`src/tbu_defines.svh`:
```
// Offsets, field positions, reset values and limits of the transmit unpacker.
// Assumes inclusion by bare name from the package and the design module.
`ifndef TBU_DEFINES_SVH
`define TBU_DEFINES_SVH

// Register byte addresses
`define TBU_ADDR_DATA      8'h00
`define TBU_ADDR_STATUS    8'h04
`define TBU_ADDR_CFG       8'h08
`define TBU_ADDR_INFO      8'h0C

// Configuration and info bits
`define TBU_CFG_DISCARD    0
`define TBU_CFG_DEFER_CHK  1
`define TBU_CFG_RESET      2'h0
`define TBU_INFO_ERR       8

// First command word fields
`define TBU_A_SIZE_HI      10
`define TBU_A_LAST         12
`define TBU_A_FIRST        13
`define TBU_A_OFF_HI       20
`define TBU_A_OFF_LO       16
`define TBU_A_ALIGN_HI     25
`define TBU_A_ALIGN_LO     24

// Second command word fields
`define TBU_B_LEN_HI       10
`define TBU_B_NOPAD        12
`define TBU_B_NOCRC        13
`define TBU_B_TAG_HI       31
`define TBU_B_TAG_LO       16

// Status word bit positions
`define TBU_ST_ES          15
`define TBU_ST_LOSS        11
`define TBU_ST_NOCAR       10
`define TBU_ST_LATE        9
`define TBU_ST_EXCOL       8
`define TBU_ST_DEFEXC      2
`define TBU_ST_DEFER       0

// Status queue depth
`define TBU_STQ_DEPTH      16
`define TBU_STQ_AW         4

`endif

```
`src/tbu_pkg.sv`:
```
// Types shared by the transmit unpacker.
// Assumes tbu_defines.svh is on the include path.
`include "tbu_defines.svh"

package tbu_pkg;

	typedef enum logic [1:0] {
		PS_CMDA = 2'b00,
		PS_CMDB = 2'b01,
		PS_BODY = 2'b10
	} tbu_pstate_t;

	typedef logic [31:0] tbu_word_t;

endpackage
```
`src/tbu_core.sv`:
```
// Transmit buffer unpacker with per-packet status queue and AXI4-Lite port.
// Assumes a MAC on the same clock taking words with byte enables and
// reporting each finished packet with a one-cycle done pulse.
//
// Our own choices: the register addresses and the AXI4-Lite register port.
`timescale 1ns/10ps
`include "tbu_defines.svh"

module tbu_core
	import tbu_pkg::*;
(
	// Clock and reset
	input  wire logic        aclk,
	input  wire logic        aresetn,
	// AXI4-Lite write address
	input  wire logic [7:0]  s_axi_awaddr,
	input  wire logic        s_axi_awvalid,
	output logic             s_axi_awready,
	// AXI4-Lite write data
	input  wire logic [31:0] s_axi_wdata,
	input  wire logic [3:0]  s_axi_wstrb,
	input  wire logic        s_axi_wvalid,
	output logic             s_axi_wready,
	// AXI4-Lite write response
	output logic [1:0]       s_axi_bresp,
	output logic             s_axi_bvalid,
	input  wire logic        s_axi_bready,
	// AXI4-Lite read address
	input  wire logic [7:0]  s_axi_araddr,
	input  wire logic        s_axi_arvalid,
	output logic             s_axi_arready,
	// AXI4-Lite read data
	output logic [31:0]      s_axi_rdata,
	output logic [1:0]       s_axi_rresp,
	output logic             s_axi_rvalid,
	input  wire logic        s_axi_rready,
	// Data words toward the MAC
	output logic [31:0]      mac_tx_data,
	output logic [3:0]       mac_tx_be,
	output logic             mac_tx_last,
	output logic             mac_tx_crc_disable,
	output logic             mac_tx_pad_disable,
	output logic             mac_tx_valid,
	input  wire logic        mac_tx_ready,
	output logic             mac_defer_check_enable,
	// Per-packet result from the MAC
	input  wire logic        mac_done,
	input  wire logic        mac_loss_carrier,
	input  wire logic        mac_no_carrier,
	input  wire logic        mac_late_collision,
	input  wire logic        mac_excess_collision,
	input  wire logic [3:0]  mac_collision_count,
	input  wire logic        mac_excess_deferral,
	input  wire logic        mac_deferred,
	// Status flags
	output logic             transmit_error_flag
);

	////////////////////////////////////////////////////////////////////////
	// Functions

	// Words occupied after the commands, padding included
	function automatic logic [9:0] total_words(input logic [10:0] size,
		input logic [4:0] off, input logic [1:0] align);
		logic [11:0] tot;
		logic [11:0] am;
		logic [11:0] rnd;
		tot = {1'b0, size} + {7'h00, off};
		case (align)
			2'h1:    am = 12'h00F;
			2'h2:    am = 12'h01F;
			default: am = 12'h003;
		endcase
		rnd = (tot + am) & ~am;
		return rnd[11:2];
	endfunction

	// Words carrying payload bytes, partial edge words included
	function automatic logic [9:0] data_words(input logic [10:0] size,
		input logic [1:0] lane);
		logic [11:0] t;
		t = {1'b0, size} + {10'h000, lane} + 12'h003;
		return (size == 11'h000) ? 10'h000 : t[11:2];
	endfunction

	// Status word assembly
	function automatic tbu_word_t make_status(input logic [15:0] tag,
		input logic defchk);
		tbu_word_t s;
		s = 32'h0000_0000;
		s[31:16] = tag;
		s[`TBU_ST_LOSS] = mac_loss_carrier;
		s[`TBU_ST_NOCAR] = mac_no_carrier;
		s[`TBU_ST_LATE] = mac_late_collision;
		s[`TBU_ST_EXCOL] = mac_excess_collision;
		s[6:3] = mac_collision_count;
		s[`TBU_ST_DEFEXC] = mac_excess_deferral & defchk;
		s[`TBU_ST_DEFER] = mac_deferred;
		s[`TBU_ST_ES] = s[11] | s[10] | s[9] | s[8] | s[2] | s[1];
		return s;
	endfunction

	////////////////////////////////////////////////////////////////////////
	// Declarations

	logic [7:0]      awaddr_r;
	logic            aw_held_r;
	logic [31:0]     wdata_r;
	logic [3:0]      wstrb_r;
	logic            w_held_r;
	logic [1:0]      bresp_r;
	logic            bvalid_r;
	logic [31:0]     rdata_r;
	logic [1:0]      rresp_r;
	logic            rvalid_r;
	logic [1:0]      cfg_r;
	logic            err_r;
	logic            ovr_seen_r;

	tbu_pstate_t     ps_r;
	logic [31:0]     cmda_r;
	logic [31:0]     pktb_r;
	logic [2:0]      skip_r;
	logic [9:0]      data_r;
	logic [9:0]      ndata_r;
	logic [9:0]      pad_r;
	logic [11:0]     sum_r;
	logic [15:0]     tag_r;

	logic [31:0]     out_data_r;
	logic [3:0]      out_be_r;
	logic            out_last_r;
	logic            out_nocrc_r;
	logic            out_nopad_r;
	logic            out_valid_r;

	tbu_word_t       stq_mem [`TBU_STQ_DEPTH];
	logic [`TBU_STQ_AW-1:0] stq_wp_r;
	logic [`TBU_STQ_AW-1:0] stq_rp_r;
	logic [`TBU_STQ_AW:0]   stq_cnt_r;

	logic            wr_go;
	logic            wr_data;
	logic            data_ok;
	logic            word_in;
	logic            rd_go;
	logic            rd_pop;
	logic            stq_full;
	logic            stq_push;
	logic            out_take;
	logic            tx_allow;
	logic            buf_end;
	logic            body_one;
	logic [11:0]     sum_nxt;
	logic            len_err;
	logic            b_err;
	logic            ovr_err;
	logic            err_clr;
	logic [3:0]      be_nxt;
	logic [1:0]      end_lane;

	////////////////////////////////////////////////////////////////////////
	// AXI4-Lite slave

	assign s_axi_awready = ~aw_held_r;
	assign s_axi_wready  = ~w_held_r;
	assign s_axi_bresp   = bresp_r;
	assign s_axi_bvalid  = bvalid_r;
	assign s_axi_arready = ~rvalid_r;
	assign s_axi_rdata   = rdata_r;
	assign s_axi_rresp   = rresp_r;
	assign s_axi_rvalid  = rvalid_r;

	assign wr_data = awaddr_r == `TBU_ADDR_DATA;
	// Data-port writes wait until the output word register can take one
	assign data_ok = ~out_valid_r | out_take;
	assign wr_go   = aw_held_r & w_held_r & ~bvalid_r & (~wr_data | data_ok);
	assign word_in = wr_go & wr_data;
	assign rd_go   = s_axi_arvalid & ~rvalid_r;
	assign rd_pop  = rd_go & (s_axi_araddr == `TBU_ADDR_STATUS) &
		(stq_cnt_r != 5'h00);

	always_ff @(posedge aclk) begin
		if (!aresetn) begin
			aw_held_r <= 1'b0;
			awaddr_r  <= 8'h00;
		end else if (s_axi_awvalid && !aw_held_r) begin
			aw_held_r <= 1'b1;
			awaddr_r  <= s_axi_awaddr;
		end else if (wr_go) begin
			aw_held_r <= 1'b0;
		end
	end

	always_ff @(posedge aclk) begin
		if (!aresetn) begin
			w_held_r <= 1'b0;
			wdata_r  <= 32'h0000_0000;
			wstrb_r  <= 4'h0;
		end else if (s_axi_wvalid && !w_held_r) begin
			w_held_r <= 1'b1;
			wdata_r  <= s_axi_wdata;
			wstrb_r  <= s_axi_wstrb;
		end else if (wr_go) begin
			w_held_r <= 1'b0;
		end
	end

	always_ff @(posedge aclk) begin
		if (!aresetn) begin
			bvalid_r <= 1'b0;
			bresp_r  <= 2'h0;
		end else if (wr_go) begin
			bvalid_r <= 1'b1;
			case (awaddr_r)
				`TBU_ADDR_DATA, `TBU_ADDR_CFG, `TBU_ADDR_INFO: bresp_r <= 2'h0;
				default: bresp_r <= 2'h2;
			endcase
		end else if (s_axi_bready) begin
			bvalid_r <= 1'b0;
		end
	end

	always_ff @(posedge aclk) begin
		if (!aresetn) begin
			cfg_r <= `TBU_CFG_RESET;
		end else if (wr_go && awaddr_r == `TBU_ADDR_CFG && wstrb_r[0]) begin
			cfg_r <= wdata_r[1:0];
		end
	end

	assign err_clr = wr_go & (awaddr_r == `TBU_ADDR_INFO) & wstrb_r[1] &
		wdata_r[`TBU_INFO_ERR];

	always_ff @(posedge aclk) begin
		if (!aresetn) begin
			rvalid_r <= 1'b0;
			rdata_r  <= 32'h0000_0000;
			rresp_r  <= 2'h0;
		end else if (rd_go) begin
			rvalid_r <= 1'b1;
			rresp_r  <= 2'h0;
			case (s_axi_araddr)
				`TBU_ADDR_STATUS:
					rdata_r <= rd_pop ? stq_mem[stq_rp_r] : 32'h0000_0000;
				`TBU_ADDR_CFG:
					rdata_r <= {30'h0000_0000, cfg_r};
				`TBU_ADDR_INFO:
					rdata_r <= {23'h00_0000, err_r, 3'h0,
						ovr_seen_r ? 5'h00 : stq_cnt_r};
				`TBU_ADDR_DATA:
					rdata_r <= 32'h0000_0000;
				default: begin
					rdata_r <= 32'h0000_0000;
					rresp_r <= 2'h2;
				end
			endcase
		end else if (s_axi_rready) begin
			rvalid_r <= 1'b0;
		end
	end

	////////////////////////////////////////////////////////////////////////
	// Buffer parser

	assign body_one = ({7'h00, skip_r} + data_r + pad_r) == 10'h001;
	assign sum_nxt  = (cmda_r[`TBU_A_FIRST] ? 12'h000 : sum_r) +
		{1'b0, cmda_r[`TBU_A_SIZE_HI:0]};

	always_ff @(posedge aclk) begin
		if (!aresetn) begin
			ps_r    <= PS_CMDA;
			cmda_r  <= 32'h0000_0000;
			pktb_r  <= 32'h0000_0000;
			skip_r  <= 3'h0;
			data_r  <= 10'h000;
			ndata_r <= 10'h000;
			pad_r   <= 10'h000;
			sum_r   <= 12'h000;
		end else if (word_in) begin
			case (ps_r)
				PS_CMDA: begin
					cmda_r <= wdata_r;
					ps_r   <= PS_CMDB;
				end
				PS_CMDB: begin
					if (cmda_r[`TBU_A_FIRST]) begin
						pktb_r <= wdata_r;
					end
					sum_r   <= cmda_r[`TBU_A_FIRST] ?
						{1'b0, cmda_r[`TBU_A_SIZE_HI:0]} : sum_nxt;
					skip_r  <= cmda_r[`TBU_A_OFF_HI:18];
					data_r  <= data_words(cmda_r[10:0], cmda_r[17:16]);
					ndata_r <= data_words(cmda_r[10:0], cmda_r[17:16]);
					pad_r   <= total_words(cmda_r[10:0],
						cmda_r[`TBU_A_OFF_HI:`TBU_A_OFF_LO],
						cmda_r[`TBU_A_ALIGN_HI:`TBU_A_ALIGN_LO]) -
						{7'h00, cmda_r[`TBU_A_OFF_HI:18]} -
						data_words(cmda_r[10:0], cmda_r[17:16]);
					ps_r    <= PS_BODY;
				end
				PS_BODY: begin
					// Whole offset words first, then payload, then padding
					if (skip_r != 3'h0) begin
						skip_r <= skip_r - 3'h1;
					end else if (data_r != 10'h000) begin
						data_r <= data_r - 10'h001;
					end else if (pad_r != 10'h000) begin
						pad_r <= pad_r - 10'h001;
					end
					if (body_one) begin
						ps_r <= PS_CMDA;
					end
				end
				default: ps_r <= PS_CMDA;
			endcase
		end else if (ps_r == PS_BODY && skip_r == 3'h0 &&
			data_r == 10'h000 && pad_r == 10'h000) begin
			ps_r <= PS_CMDA;
		end
	end

	// Lane masks for the first and final payload words
	assign end_lane = cmda_r[17:16] + cmda_r[1:0] - 2'h1;
	always_comb begin
		be_nxt = 4'hF;
		if (data_r == ndata_r) begin
			be_nxt = be_nxt & (4'hF << cmda_r[17:16]);
		end
		if (data_r == 10'h001) begin
			be_nxt = be_nxt & (4'hF >> (2'h3 - end_lane));
		end
	end

	// Buffer end, packet length and second command word checks
	assign buf_end = word_in & (((ps_r == PS_BODY) & body_one) |
		((ps_r == PS_CMDB) & (total_words(cmda_r[10:0],
		cmda_r[20:16], cmda_r[25:24]) == 10'h000)));
	assign len_err = buf_end & cmda_r[`TBU_A_LAST] &
		(((ps_r == PS_CMDB) ? (cmda_r[`TBU_A_FIRST] ?
		{1'b0, cmda_r[10:0]} : sum_nxt) : sum_r) !=
		{1'b0, pktb_r[`TBU_B_LEN_HI:0]});
	assign b_err = word_in & (ps_r == PS_CMDB) & ~cmda_r[`TBU_A_FIRST] &
		(wdata_r != pktb_r);

	////////////////////////////////////////////////////////////////////////
	// Output word register toward the MAC

	assign tx_allow     = cfg_r[`TBU_CFG_DISCARD] | ~stq_full;
	assign mac_tx_valid = out_valid_r & tx_allow;
	assign out_take     = mac_tx_valid & mac_tx_ready;

	assign mac_tx_data            = out_data_r;
	assign mac_tx_be              = out_be_r;
	assign mac_tx_last            = out_last_r;
	assign mac_tx_crc_disable     = out_nocrc_r;
	assign mac_tx_pad_disable     = out_nopad_r;
	assign mac_defer_check_enable = cfg_r[`TBU_CFG_DEFER_CHK];

	always_ff @(posedge aclk) begin
		if (!aresetn) begin
			out_valid_r <= 1'b0;
			out_data_r  <= 32'h0000_0000;
			out_be_r    <= 4'h0;
			out_last_r  <= 1'b0;
			out_nocrc_r <= 1'b0;
			out_nopad_r <= 1'b0;
		end else if (word_in && ps_r == PS_BODY && skip_r == 3'h0 &&
			data_r != 10'h000) begin
			// Only payload words leave; commands and whole pads never do
			out_valid_r <= 1'b1;
			out_data_r  <= wdata_r;
			out_be_r    <= be_nxt;
			out_last_r  <= cmda_r[`TBU_A_LAST] & (data_r == 10'h001);
			out_nopad_r <= pktb_r[`TBU_B_NOPAD];
			out_nocrc_r <= pktb_r[`TBU_B_NOCRC] & ~pktb_r[`TBU_B_NOPAD];
		end else if (out_take) begin
			out_valid_r <= 1'b0;
		end
	end

	// Tag of the packet whose final word went to the MAC
	always_ff @(posedge aclk) begin
		if (!aresetn) begin
			tag_r <= 16'h0000;
		end else if (out_take && out_last_r) begin
			tag_r <= pktb_r[`TBU_B_TAG_HI:`TBU_B_TAG_LO];
		end
	end

	////////////////////////////////////////////////////////////////////////
	// Status queue

	assign stq_full = stq_cnt_r == 5'h10;
	assign stq_push = mac_done & ~stq_full;
	assign ovr_err  = mac_done & stq_full & ~cfg_r[`TBU_CFG_DISCARD];

	always_ff @(posedge aclk) begin
		if (stq_push) begin
			stq_mem[stq_wp_r] <= make_status(tag_r,
				cfg_r[`TBU_CFG_DEFER_CHK]);
		end
	end

	always_ff @(posedge aclk) begin
		if (!aresetn) begin
			stq_wp_r  <= 4'h0;
			stq_rp_r  <= 4'h0;
			stq_cnt_r <= 5'h00;
		end else begin
			if (stq_push) begin
				stq_wp_r <= stq_wp_r + 4'h1;
			end
			if (rd_pop) begin
				stq_rp_r <= stq_rp_r + 4'h1;
			end
			case ({stq_push, rd_pop})
				2'b10:   stq_cnt_r <= stq_cnt_r + 5'h01;
				2'b01:   stq_cnt_r <= stq_cnt_r - 5'h01;
				default: stq_cnt_r <= stq_cnt_r;
			endcase
		end
	end

	// Discard-mode overrun shows a used count of zero until the host pops
	always_ff @(posedge aclk) begin
		if (!aresetn) begin
			ovr_seen_r <= 1'b0;
		end else if (mac_done && stq_full && cfg_r[`TBU_CFG_DISCARD]) begin
			ovr_seen_r <= 1'b1;
		end else if (rd_pop) begin
			ovr_seen_r <= 1'b0;
		end
	end

	////////////////////////////////////////////////////////////////////////
	// Transmit error flag, set wins over clear

	assign transmit_error_flag = err_r;

	always_ff @(posedge aclk) begin
		if (!aresetn) begin
			err_r <= 1'b0;
		end else if (len_err || b_err || ovr_err) begin
			err_r <= 1'b1;
		end else if (err_clr) begin
			err_r <= 1'b0;
		end
	end

endmodule

```
`config.mk`:
```
export PLATFORM = sky130hd
export DESIGN_NAME = tbu_core
export DESIGN_NICKNAME = d
export VERILOG_FILES = /design/src/tbu_pkg.sv /design/src/tbu_core.sv
export VERILOG_INCLUDE_DIRS = /design/src
export SDC_FILE = /design/constraint.sdc
export NUM_CORES = 1
export LEC_CHECK = 0
export BUFFER_PORTS_ARGS = -buffer_cell sky130_fd_sc_hd__buf_2
export CORE_AREA = 2 2 250 252
export DETAILED_ROUTE_END_ITERATION = 6
export DIE_AREA = 0 0 252 254
export HOLD_SLACK_MARGIN = 0.03
export PLACE_DENSITY = 0.67
export SYNTH_ARGS = -nofsm -noshare
export SYNTH_HDL_FRONTEND = slang
export SYNTH_SLANG_ARGS = --single-unit
```
`constraint.sdc`:
```
create_clock -name aclk -period 11.3 [get_ports aclk]
set_input_delay 2.26 -clock aclk [delete_from_list [all_inputs] [get_ports aclk]]
set_output_delay 2.26 -clock aclk [all_outputs]
set_load 0.01 [all_outputs]
```
# [Yosys cells after proc, flatten, opt, wreduce, memory -nomap -nowiden]
# Memory sizes are Yosys's and may differ from the RTL's. A register that Yosys moved wholly into a read port is not among the register bits.
# Index checks and enable logic that the tools add are counted.
[word_totals] latch_bits=0 ram_bits=432 input_bits=71 output_inout_bits=83 reg_bits=260 romBits=0 mem_count=1
[mem_list] name="stq_mem" words=16 width=27 rd=1 rd_clocked_by_memory_dff=1 wr=1 line_no="tbu_core.sv:137" rtl="tbu_word_t stq_mem [`TBU_STQ_DEPTH];"
[classes] reduce_logical=48 n_bitwise=49 add_sub_neg=20 shift=2 n_eq_ne=23 muxes=46 order_cmp=0 n_mul=0 n_div=0
[op_table] cell="$pmux W32 S3" count=1
[op_table] cell="$mux W12" count=6
[op_table] cell="$mux W10" count=6
[op_table] cell="$pmux W10 S2" count=2
[op_table] cell="$eq A8 B4 Y1 const B" count=4
[op_table] cell="$mux W32" count=1
[op_table] cell="$ne A32 B32 Y1" count=1
[op_table] cell="$logic_not A10 Y1" count=3
[op_table] cell="$and A1 B1 Y1" count=26
[op_table] cell="$add A12 B12 Y12" count=2
[op_table] cell="$and A12 B12 Y12" count=2
[op_table] cell="$not A12 Y12" count=2
[op_table] cell="$eq A10 B1 Y1 const B" count=2
[op_table] cell="$pmux W5 S2" count=2
[op_table] cell="$reduce_bool A10 Y1" count=2
[op_table] cell="$reduce_bool A2 Y1" count=10
[op_table] cell="$sub A10 B1 Y10 const B" count=2
[op_table] cell="$logic_not A8 Y1" count=2
[op_table] cell="$mux W4" count=4
[op_table] cell="$mux W1" count=15
[op_table] cell="$logic_and A1 B1 Y1" count=13
[op_table] cell="$add A11 B2 Y12" count=1
[op_table] cell="$add A11 B5 Y12" count=1
[op_table] cell="$add A12 B11 Y12" count=1
[op_table] cell="other kinds (43)" count=77

# [Logic depth before layout (Yosys ltp)]
# Gate-level depths: netlist of the first run.
[depth] depth_word=16 mapped_depth=22

# [Worst setup path before layout of the first run]
# OpenSTA, ideal clock, no wires.
[synth_path] kind="input port to flip-flop" startpoint="in s_axi_araddr[5]" endpoint="reg stq_cnt_r[4]" cell_stages=15 arrival_time_ns=5.353 t_required_ns=11.230 path_slack_ns=5.877 cell_sequence="or4_1 nor3_1 nor2b_1 nor4bb_1 clkbuf_1 clkbuf_1 ha_1 inv_1 fa_1 inv_1 a21o_1 a21oi_1 xnor2_1 or3_1 a21oi_1"
[synth_via] elab_chain_cells=5
[synth_lines] element="from (decl)" line_no="tbu_core.sv:29" rtl="input wire logic [7:0] s_axi_araddr,"
[synth_lines] element="$eq A8 B3 Y1 (*)"
[synth_lines] element="$and A1 B1 Y1 (*) (2 in series)" line_no="tbu_core.sv:180" rtl="assign rd_pop = rd_go & (s_axi_araddr == `TBU_ADDR_STATUS) &"
[synth_lines] element="via rd_pop" line_no="tbu_core.sv:147" rtl="logic rd_pop;"
[synth_lines] element="$eq A2 B1 Y1 / $eq A2 B2 Y1 (equally long branches)" line_no="tbu_core.sv:417" rtl="case ({stq_push, rd_pop})"
[synth_lines] element="$pmux W5 S2 / $reduce_bool A2 Y1 (equally long branches)"
[synth_lines] element="to (signal assigned)" line_no="tbu_core.sv:418" rtl="2'b10: stq_cnt_r <= stq_cnt_r + 5'h01;"
[synth_lines] element="to (signal assigned)" line_no="tbu_core.sv:419" rtl="2'b01: stq_cnt_r <= stq_cnt_r - 5'h01;"
[synth_lines] element="to (signal assigned)" line_no="tbu_core.sv:420" rtl="default: stq_cnt_r <= stq_cnt_r;"
[synth_lines] element="to (decl)" line_no="tbu_core.sv:140" rtl="logic [`TBU_STQ_AW:0] stq_cnt_r;"
# Mark *: on every way through the listed nets, which the timed path passes. The rest lies on a longest branch.
# A chain may end at the register's enable or synchronous reset.

# [Worst setup path in the final report of the first run]
[layout_path] startpoint="in s_axi_araddr[5]" endpoint="reg stq_cnt_r[4]"
[layout_via] elab_chain_cells=5
[layout_lines] element="$eq A8 B3 Y1 (*)"
[layout_lines] element="$and A1 B1 Y1 (*) (2 in series)" line_no="tbu_core.sv:180"
[layout_lines] element="$eq A2 B1 Y1 / $eq A2 B2 Y1 (equally long branches)" line_no="tbu_core.sv:417"
[layout_lines] element="$pmux W5 S2 / $reduce_bool A2 Y1 (equally long branches)"
# Mark *: on every way between the ends. The rest lies on a longest branch, timed or not.

==> metrics, run 1 <==
1st-pass router iterations=6; Post-CTS Resized=0; I/O pin count=154; sequential area share after synthesis=60.6%; Slew HR=15.8%; Syn Area/Cell=12.7 um^2; total congestion overflow=0; CTS Buf Count=73; status=finished, final reports clean; Clock H-tree levels=3; hold_buf cts=0; reg2reg end=pad_r[8]; Yosys warning count=0; Detailed Place HPWL=45,800 um; worst hold start=mac_tx_data[23]; IO buf count=145; Final Cycle Share=46.1%; final setup violation count=0; R2R depth=21; fin area=33,600 um^2; commonest cells in the netlist=432 x edfxtp_1, 343 x nand2_1, 252 x dfxtp_1; CP Cell Sequence=buf_2, or4_1, nor3_1, nor2b_1, nor4bb_4, buf_4, ha_1, inv_1, fa_1, inv_1, a21o_1, a21oi_1, xnor2_1, or3_1, a21oi_1; fraction of registers with async set/reset=0%; # DRC=0; vias in the first global route=19,118; # rows=91; main area contributors after synthesis=edfxtp_1 44%, dfxtp_1 17%, mux4_2 10%; first-pass GRT wire length=112,000 um; post-layout net count=2,611; GPL Wtd Cong=0.888; clk slew on worst S/H paths=0.06 ns; Hold Path Sink=mac_tx_data[23]; initial antenna violation count=1; Power Density=156 nW/um^2; critical path's slowest cell=or4_1; CP peak stage delay=0.51 ns; Final Hold Fails=0; Critical Path End Type=register; core area=61,300 um^2; CTS tree=yes; Crit path arrival time=5.73 ns; Syn-to-layout area delta=13.0%; Max Clock Freq=192 MHz; Max FO, Critical Path=33; postcts setup bufs=0; chip width=252 um; vias=19,384; Filler Cell Count=5,004; Mapped Cells=2,339; overall die area=64,000 um^2; Leak=11.9 nW; Worst-Skew Late Latency=0.63 ns; most numerous cell in the Yosys netlist=edfxtp_1; synth unique cells=77; DP Worst Slack=5.49 ns; setup total negative slack=0 ns; ys flop type=edfxtp_1; HP Class=reg -> reg; Max-cap violations=0; DR vias/cell=5.86; layout cell share with drive strength beyond 1=18.3%; Post-synth EDFFs=432; Chip Height=254 um; crit path launch=s_axi_araddr[5]; synthesized area=29,700 um^2; Slew Limit Fails=0; drt wl/cell=22.2 um; Tmin final=5.20 ns; reg2reg start=cmda_r[1]; Tightest Pin Transition=1.26 ns; 1st-iter DRT viols=1,694; hold path depth=2; Placed Area=31,200 um^2; initial core utilization=48.6%; clock skew=0.0277 ns; Yosys reg bits=684; Peak VDD IR=0.000121 V; r2r setup slk=6.15 ns; gr usage total=23.0%; leading area contributor after synthesis=edfxtp_1; Yosys top cell area share=43.6%; largest net degree at the start of global routing=159; post-route ant nets=0; CP Buf/Inv Count=4; final core utilization=54.9%; crit path launch type=primary input; crit-path leading delay family=simple AND/OR/NAND/NOR gates; Root Driver=clkbuf_16; RSZ-0062 raised after global routing=no; hold slack=0.451 ns; CP required=11.83 ns; CTS Buffer Depth=3; Setup CP Type=in -> reg; clk sinks=684; Final WS setup=6.10 ns; final wirelength=73,300 um
## layer usage
metal	vias up	global-route usage, %	part of all wire, %
li1	8876	-	-
met1	9659	29.6	41
met2	722	39.2	50
met3	127	4.81	7.0
met4	0	7.46	2.5
met5	-	0	0
## where the power goes
group | internal [W] | total, W | switching [W]
Combinational | 0.0000561 | 0.000157 | 0.000101
Sequential | 0.00266 | 0.00269 | 0.0000269
Clock | 0.00139 | 0.00238 | 0.000992
## layout by cell type (no fill, tap or decap), drive strengths merged, types with 27 or more instances in the layout
cell,count
a21oi,203
clkbuf,99
mux4,135
o21ai,48
nand2,343
ha,71
a22oi,30
nor3,31
xor2,31
inv,81
edfxtp,432
nor2,160
buf,176
xnor2,72
dfxtp,252
nand3,27
## worst max path at each step
stage / to / slack, ns / cells past startpoint
CTS: stq_cnt_r[4] / 6.12 / 15
finish: stq_cnt_r[4] / 6.10 / 15
detailed placement: stq_cnt_r[4] / 5.49 / 15
global placement: stq_cnt_r[4] / 5.55 / 15
floorplan: stq_cnt_r[4] / 5.88 / 15
global route: pad_r[8] / 5.67 / 21
## layout make-up
class	count	area [um^2]	share of cell area [%]
antenna	1	2.50	0.00744
clock buffer	99	1990	5.93
clock inverter	33	388	1.15
inverter	76	293	0.871
multi-input combinational	1447	11000	32.6
sequential	684	18000	53.6
tap	790	988	2.94
timing repair buffer	176	958	2.85
## state kept, by name, summed over array words and instances (netlist names), 10 cells and up, named ones only
name         cells
sum_r           12
cmda_r          20
s_axi_rdata     28
stq_mem        432
wdata_r         32
pad_r           10
mac_tx_data     32
pktb_r          32
data_r          10
ndata_r         10
tag_r           16
## worst register-to-register path: stages, from the launching register on
cell and delay (ns):
dfxtp_1 0.54, inv_1 0.08, ha_1 0.34, a21o_1 0.19
a211oi_1 0.23, nor2_1 0.08, ha_1 0.37, o211ai_1 0.13
nand2_1 0.11, a21oi_1 0.13, nor3_1 0.51, and2_1 0.23
o21ai_0 0.09, xor2_1 0.18, ha_1 0.30, inv_1 0.04
ha_1 0.32, a2111oi_0 0.48, or3_1 0.20, xor2_1 0.15
o22ai_1 0.10, a31o_2 0.25
## metrics by stage
stage | cells | total power [W]
finish | 3306 | 0.00523
global route | 3305 | 0.00538
CTS | 3305 | 0.00527
detailed placement | 3173 | 0.00290
global placement | 3173 | 0.00290
floorplan | 2344 | 0.00283
## cells by family (layout without fill, tap and decap cells)
logic type                 Yosys count  count (layout)  share of synthesized area (%)
AOI/OAI and AO/OA                  409             409                           8.48
xor gates and xnor gates           103             103                           3.03
adders and majority gates           82              82                           3.73
buffers and inverters              213             384                           2.89
DFF                                684             684                           60.6
muxes                              161             161                           11.1
other                                1               7                         0.0126
and+or+nand+nor                    686             686                           10.2
No activity file was read; power rests on OpenSTA's default activity.
==> run 2, diff against run 1 <==
==> constraint.sdc (replaced) <==
create_clock -name aclk -period 5.4 [get_ports aclk]
set_input_delay 1.08 -clock aclk [delete_from_list [all_inputs] [get_ports aclk]]
set_output_delay 1.08 -clock aclk [all_outputs]
set_load 0.01 [all_outputs]
==> run 2 against run 1 <==
Compared with the run above:
- clock power rose by 110%
- combinational power grew 110%
- critical path type is now reg -> reg
- cell area grew 0.49%
==> metrics, run 2 (synthesized netlist as in run 1, its figures left out) <==
fin area=33,800 um^2; Filler Cell Count=4,978; Root Driver=clkbuf_16; total congestion overflow=0; overall die area=64,000 um^2; Leak=12.0 nW; ANT cells=0; Final WS setup=0.367 ns; Setup CP Type=reg -> reg; Biggest register=stq_mem; setup total negative slack=0 ns; CTS Buf Count=73; core area=61,300 um^2; Max FO, Critical Path=8; Worst-Skew Late Latency=0.62 ns; placed cells=3,183; Tmin final=5.03 ns; Max-cap violations=0; commonest cells after routing, fill and taps aside=432 x edfxtp_1, 343 x nand2_1, 249 x dfxtp_1; CTS Buffer Depth=3; Syn-to-layout area delta=13.6%; Detailed Place HPWL=47,300 um; clk sinks=684; DP Worst Slack=0.338 ns; CTS tree=yes; IO buf count=145; Final Cycle Share=93.2%; 1st-pass router iterations=6; Critical Path End Type=register; HP Class=reg -> reg; post-route ant nets=0; Final Hold Fails=0; final setup violation count=0; drt wl/cell=22.4 um; initial antenna violation count=1; I/O pin count=154; post-layout net count=2,621; Slew Limit Fails=0; hold_buf cts=0; DR vias/cell=5.87; Slew HR=20.9%; largest net degree at the start of global routing=182; Power Density=326 nW/um^2; clock skew=0.0237 ns; status=finished, final reports clean; layout cell share with drive strength beyond 1=18.6%; # rows=91; final wirelength=74,100 um; Tightest Pin Transition=1.19 ns; RSZ-0062 raised after global routing=no; chip width=252 um; # DRC=0; 1st-iter DRT viols=1,601; vias in the first global route=19,071; GPL Wtd Cong=0.897; clk slew on worst S/H paths=0.06 ns; most common cell after layout, fill and taps aside=edfxtp_1; first-pass GRT wire length=113,000 um; Clock H-tree levels=3; Placed Area=31,300 um^2; Post-Layout Cell Count=3,314; Crit path arrival time=5.54 ns; initial core utilization=48.6%; final core utilization=55.1%; max FFs per register=432; Max Clock Freq=199 MHz; Chip Height=254 um; Peak VDD IR=0.000251 V; CP required=5.90 ns; gr usage total=23.3%; vias=19,464; crit path launch type=register
## run 2: area by class of cell
cell class | instances | area (um^2) | area share, %
repair buffers | 186 | 1060 | 3.13
clock buffers | 103 | 2080 | 6.16
clock inverters | 28 | 359 | 1.06
multi-input cells | 1447 | 11000 | 32.5
well taps | 790 | 988 | 2.93
flip-flops and latches | 684 | 18000 | 53.4
inverters | 76 | 293 | 0.867
## run 2: repair_timing
action                                  in CTS  in global routing
gates resized for setup                      0                  1
buffers inserted                             0                  0
endpoints found under the hold margin        0                  0
endpoints found under the setup margin       0                  1
## run 2: routing by layer
metal | vias up | global-route usage [%] | part of all wire (%)
met5 | - | 0 | 0
met2 | 680 | 39.1 | 49
met4 | 0 | 7.42 | 2.9
met3 | 148 | 4.93 | 6.9
li1 | 8881 | - | -
met1 | 9755 | 30.4 | 41
## run 2: critical path: stages, from the launching register on
cell and delay [ns]:
dfxtp_1 0.54, inv_1 0.09, ha_1 0.35, a21o_1 0.20, a211oi_1 0.24, nor2_1 0.08, ha_1 0.38, o211ai_1 0.15
nand2_1 0.12, a21oi_1 0.13, nor3_1 0.45, and2_1 0.22, o21ai_0 0.09, xor2_1 0.18, ha_1 0.30, inv_1 0.04
ha_1 0.32, a2111oi_0 0.35, or3_1 0.18, xor2_1 0.15, o22ai_1 0.09, a31o_2 0.25
## run 2: path summary, 6_finish.rpt
check / startpoint / end / slack, ns / cells past startpoint
min: mac_tx_data[25] / mac_tx_data[25] / 0.45 / 2
max: cmda_r[1] / pad_r[8] / 0.37 / 21
min reg2reg: mac_tx_data[25] / mac_tx_data[25] / 0.45 / 2
max reg2reg: cmda_r[1] / pad_r[8] / 0.37 / 21
## run 2: report_power, final
part / total, W / leakage [nW] / switching (W) / internal, W
logic: 0.000328 / 4.62 / 0.000208 / 0.000119
registers: 0.00563 / 6.20 / 0.0000578 / 0.00558
clock network: 0.00506 / 1.19 / 0.00203 / 0.00303
total: 0.0110 / 12.0 / 0.00229 / 0.00873
## run 2: per-stage QoR
stage               power, W  hold WS, ns
global placement     0.00606        0.439
global route          0.0113        0.466
finish                0.0110        0.450
detailed placement   0.00607        0.441
CTS                   0.0111        0.448
floorplan            0.00593        0.432
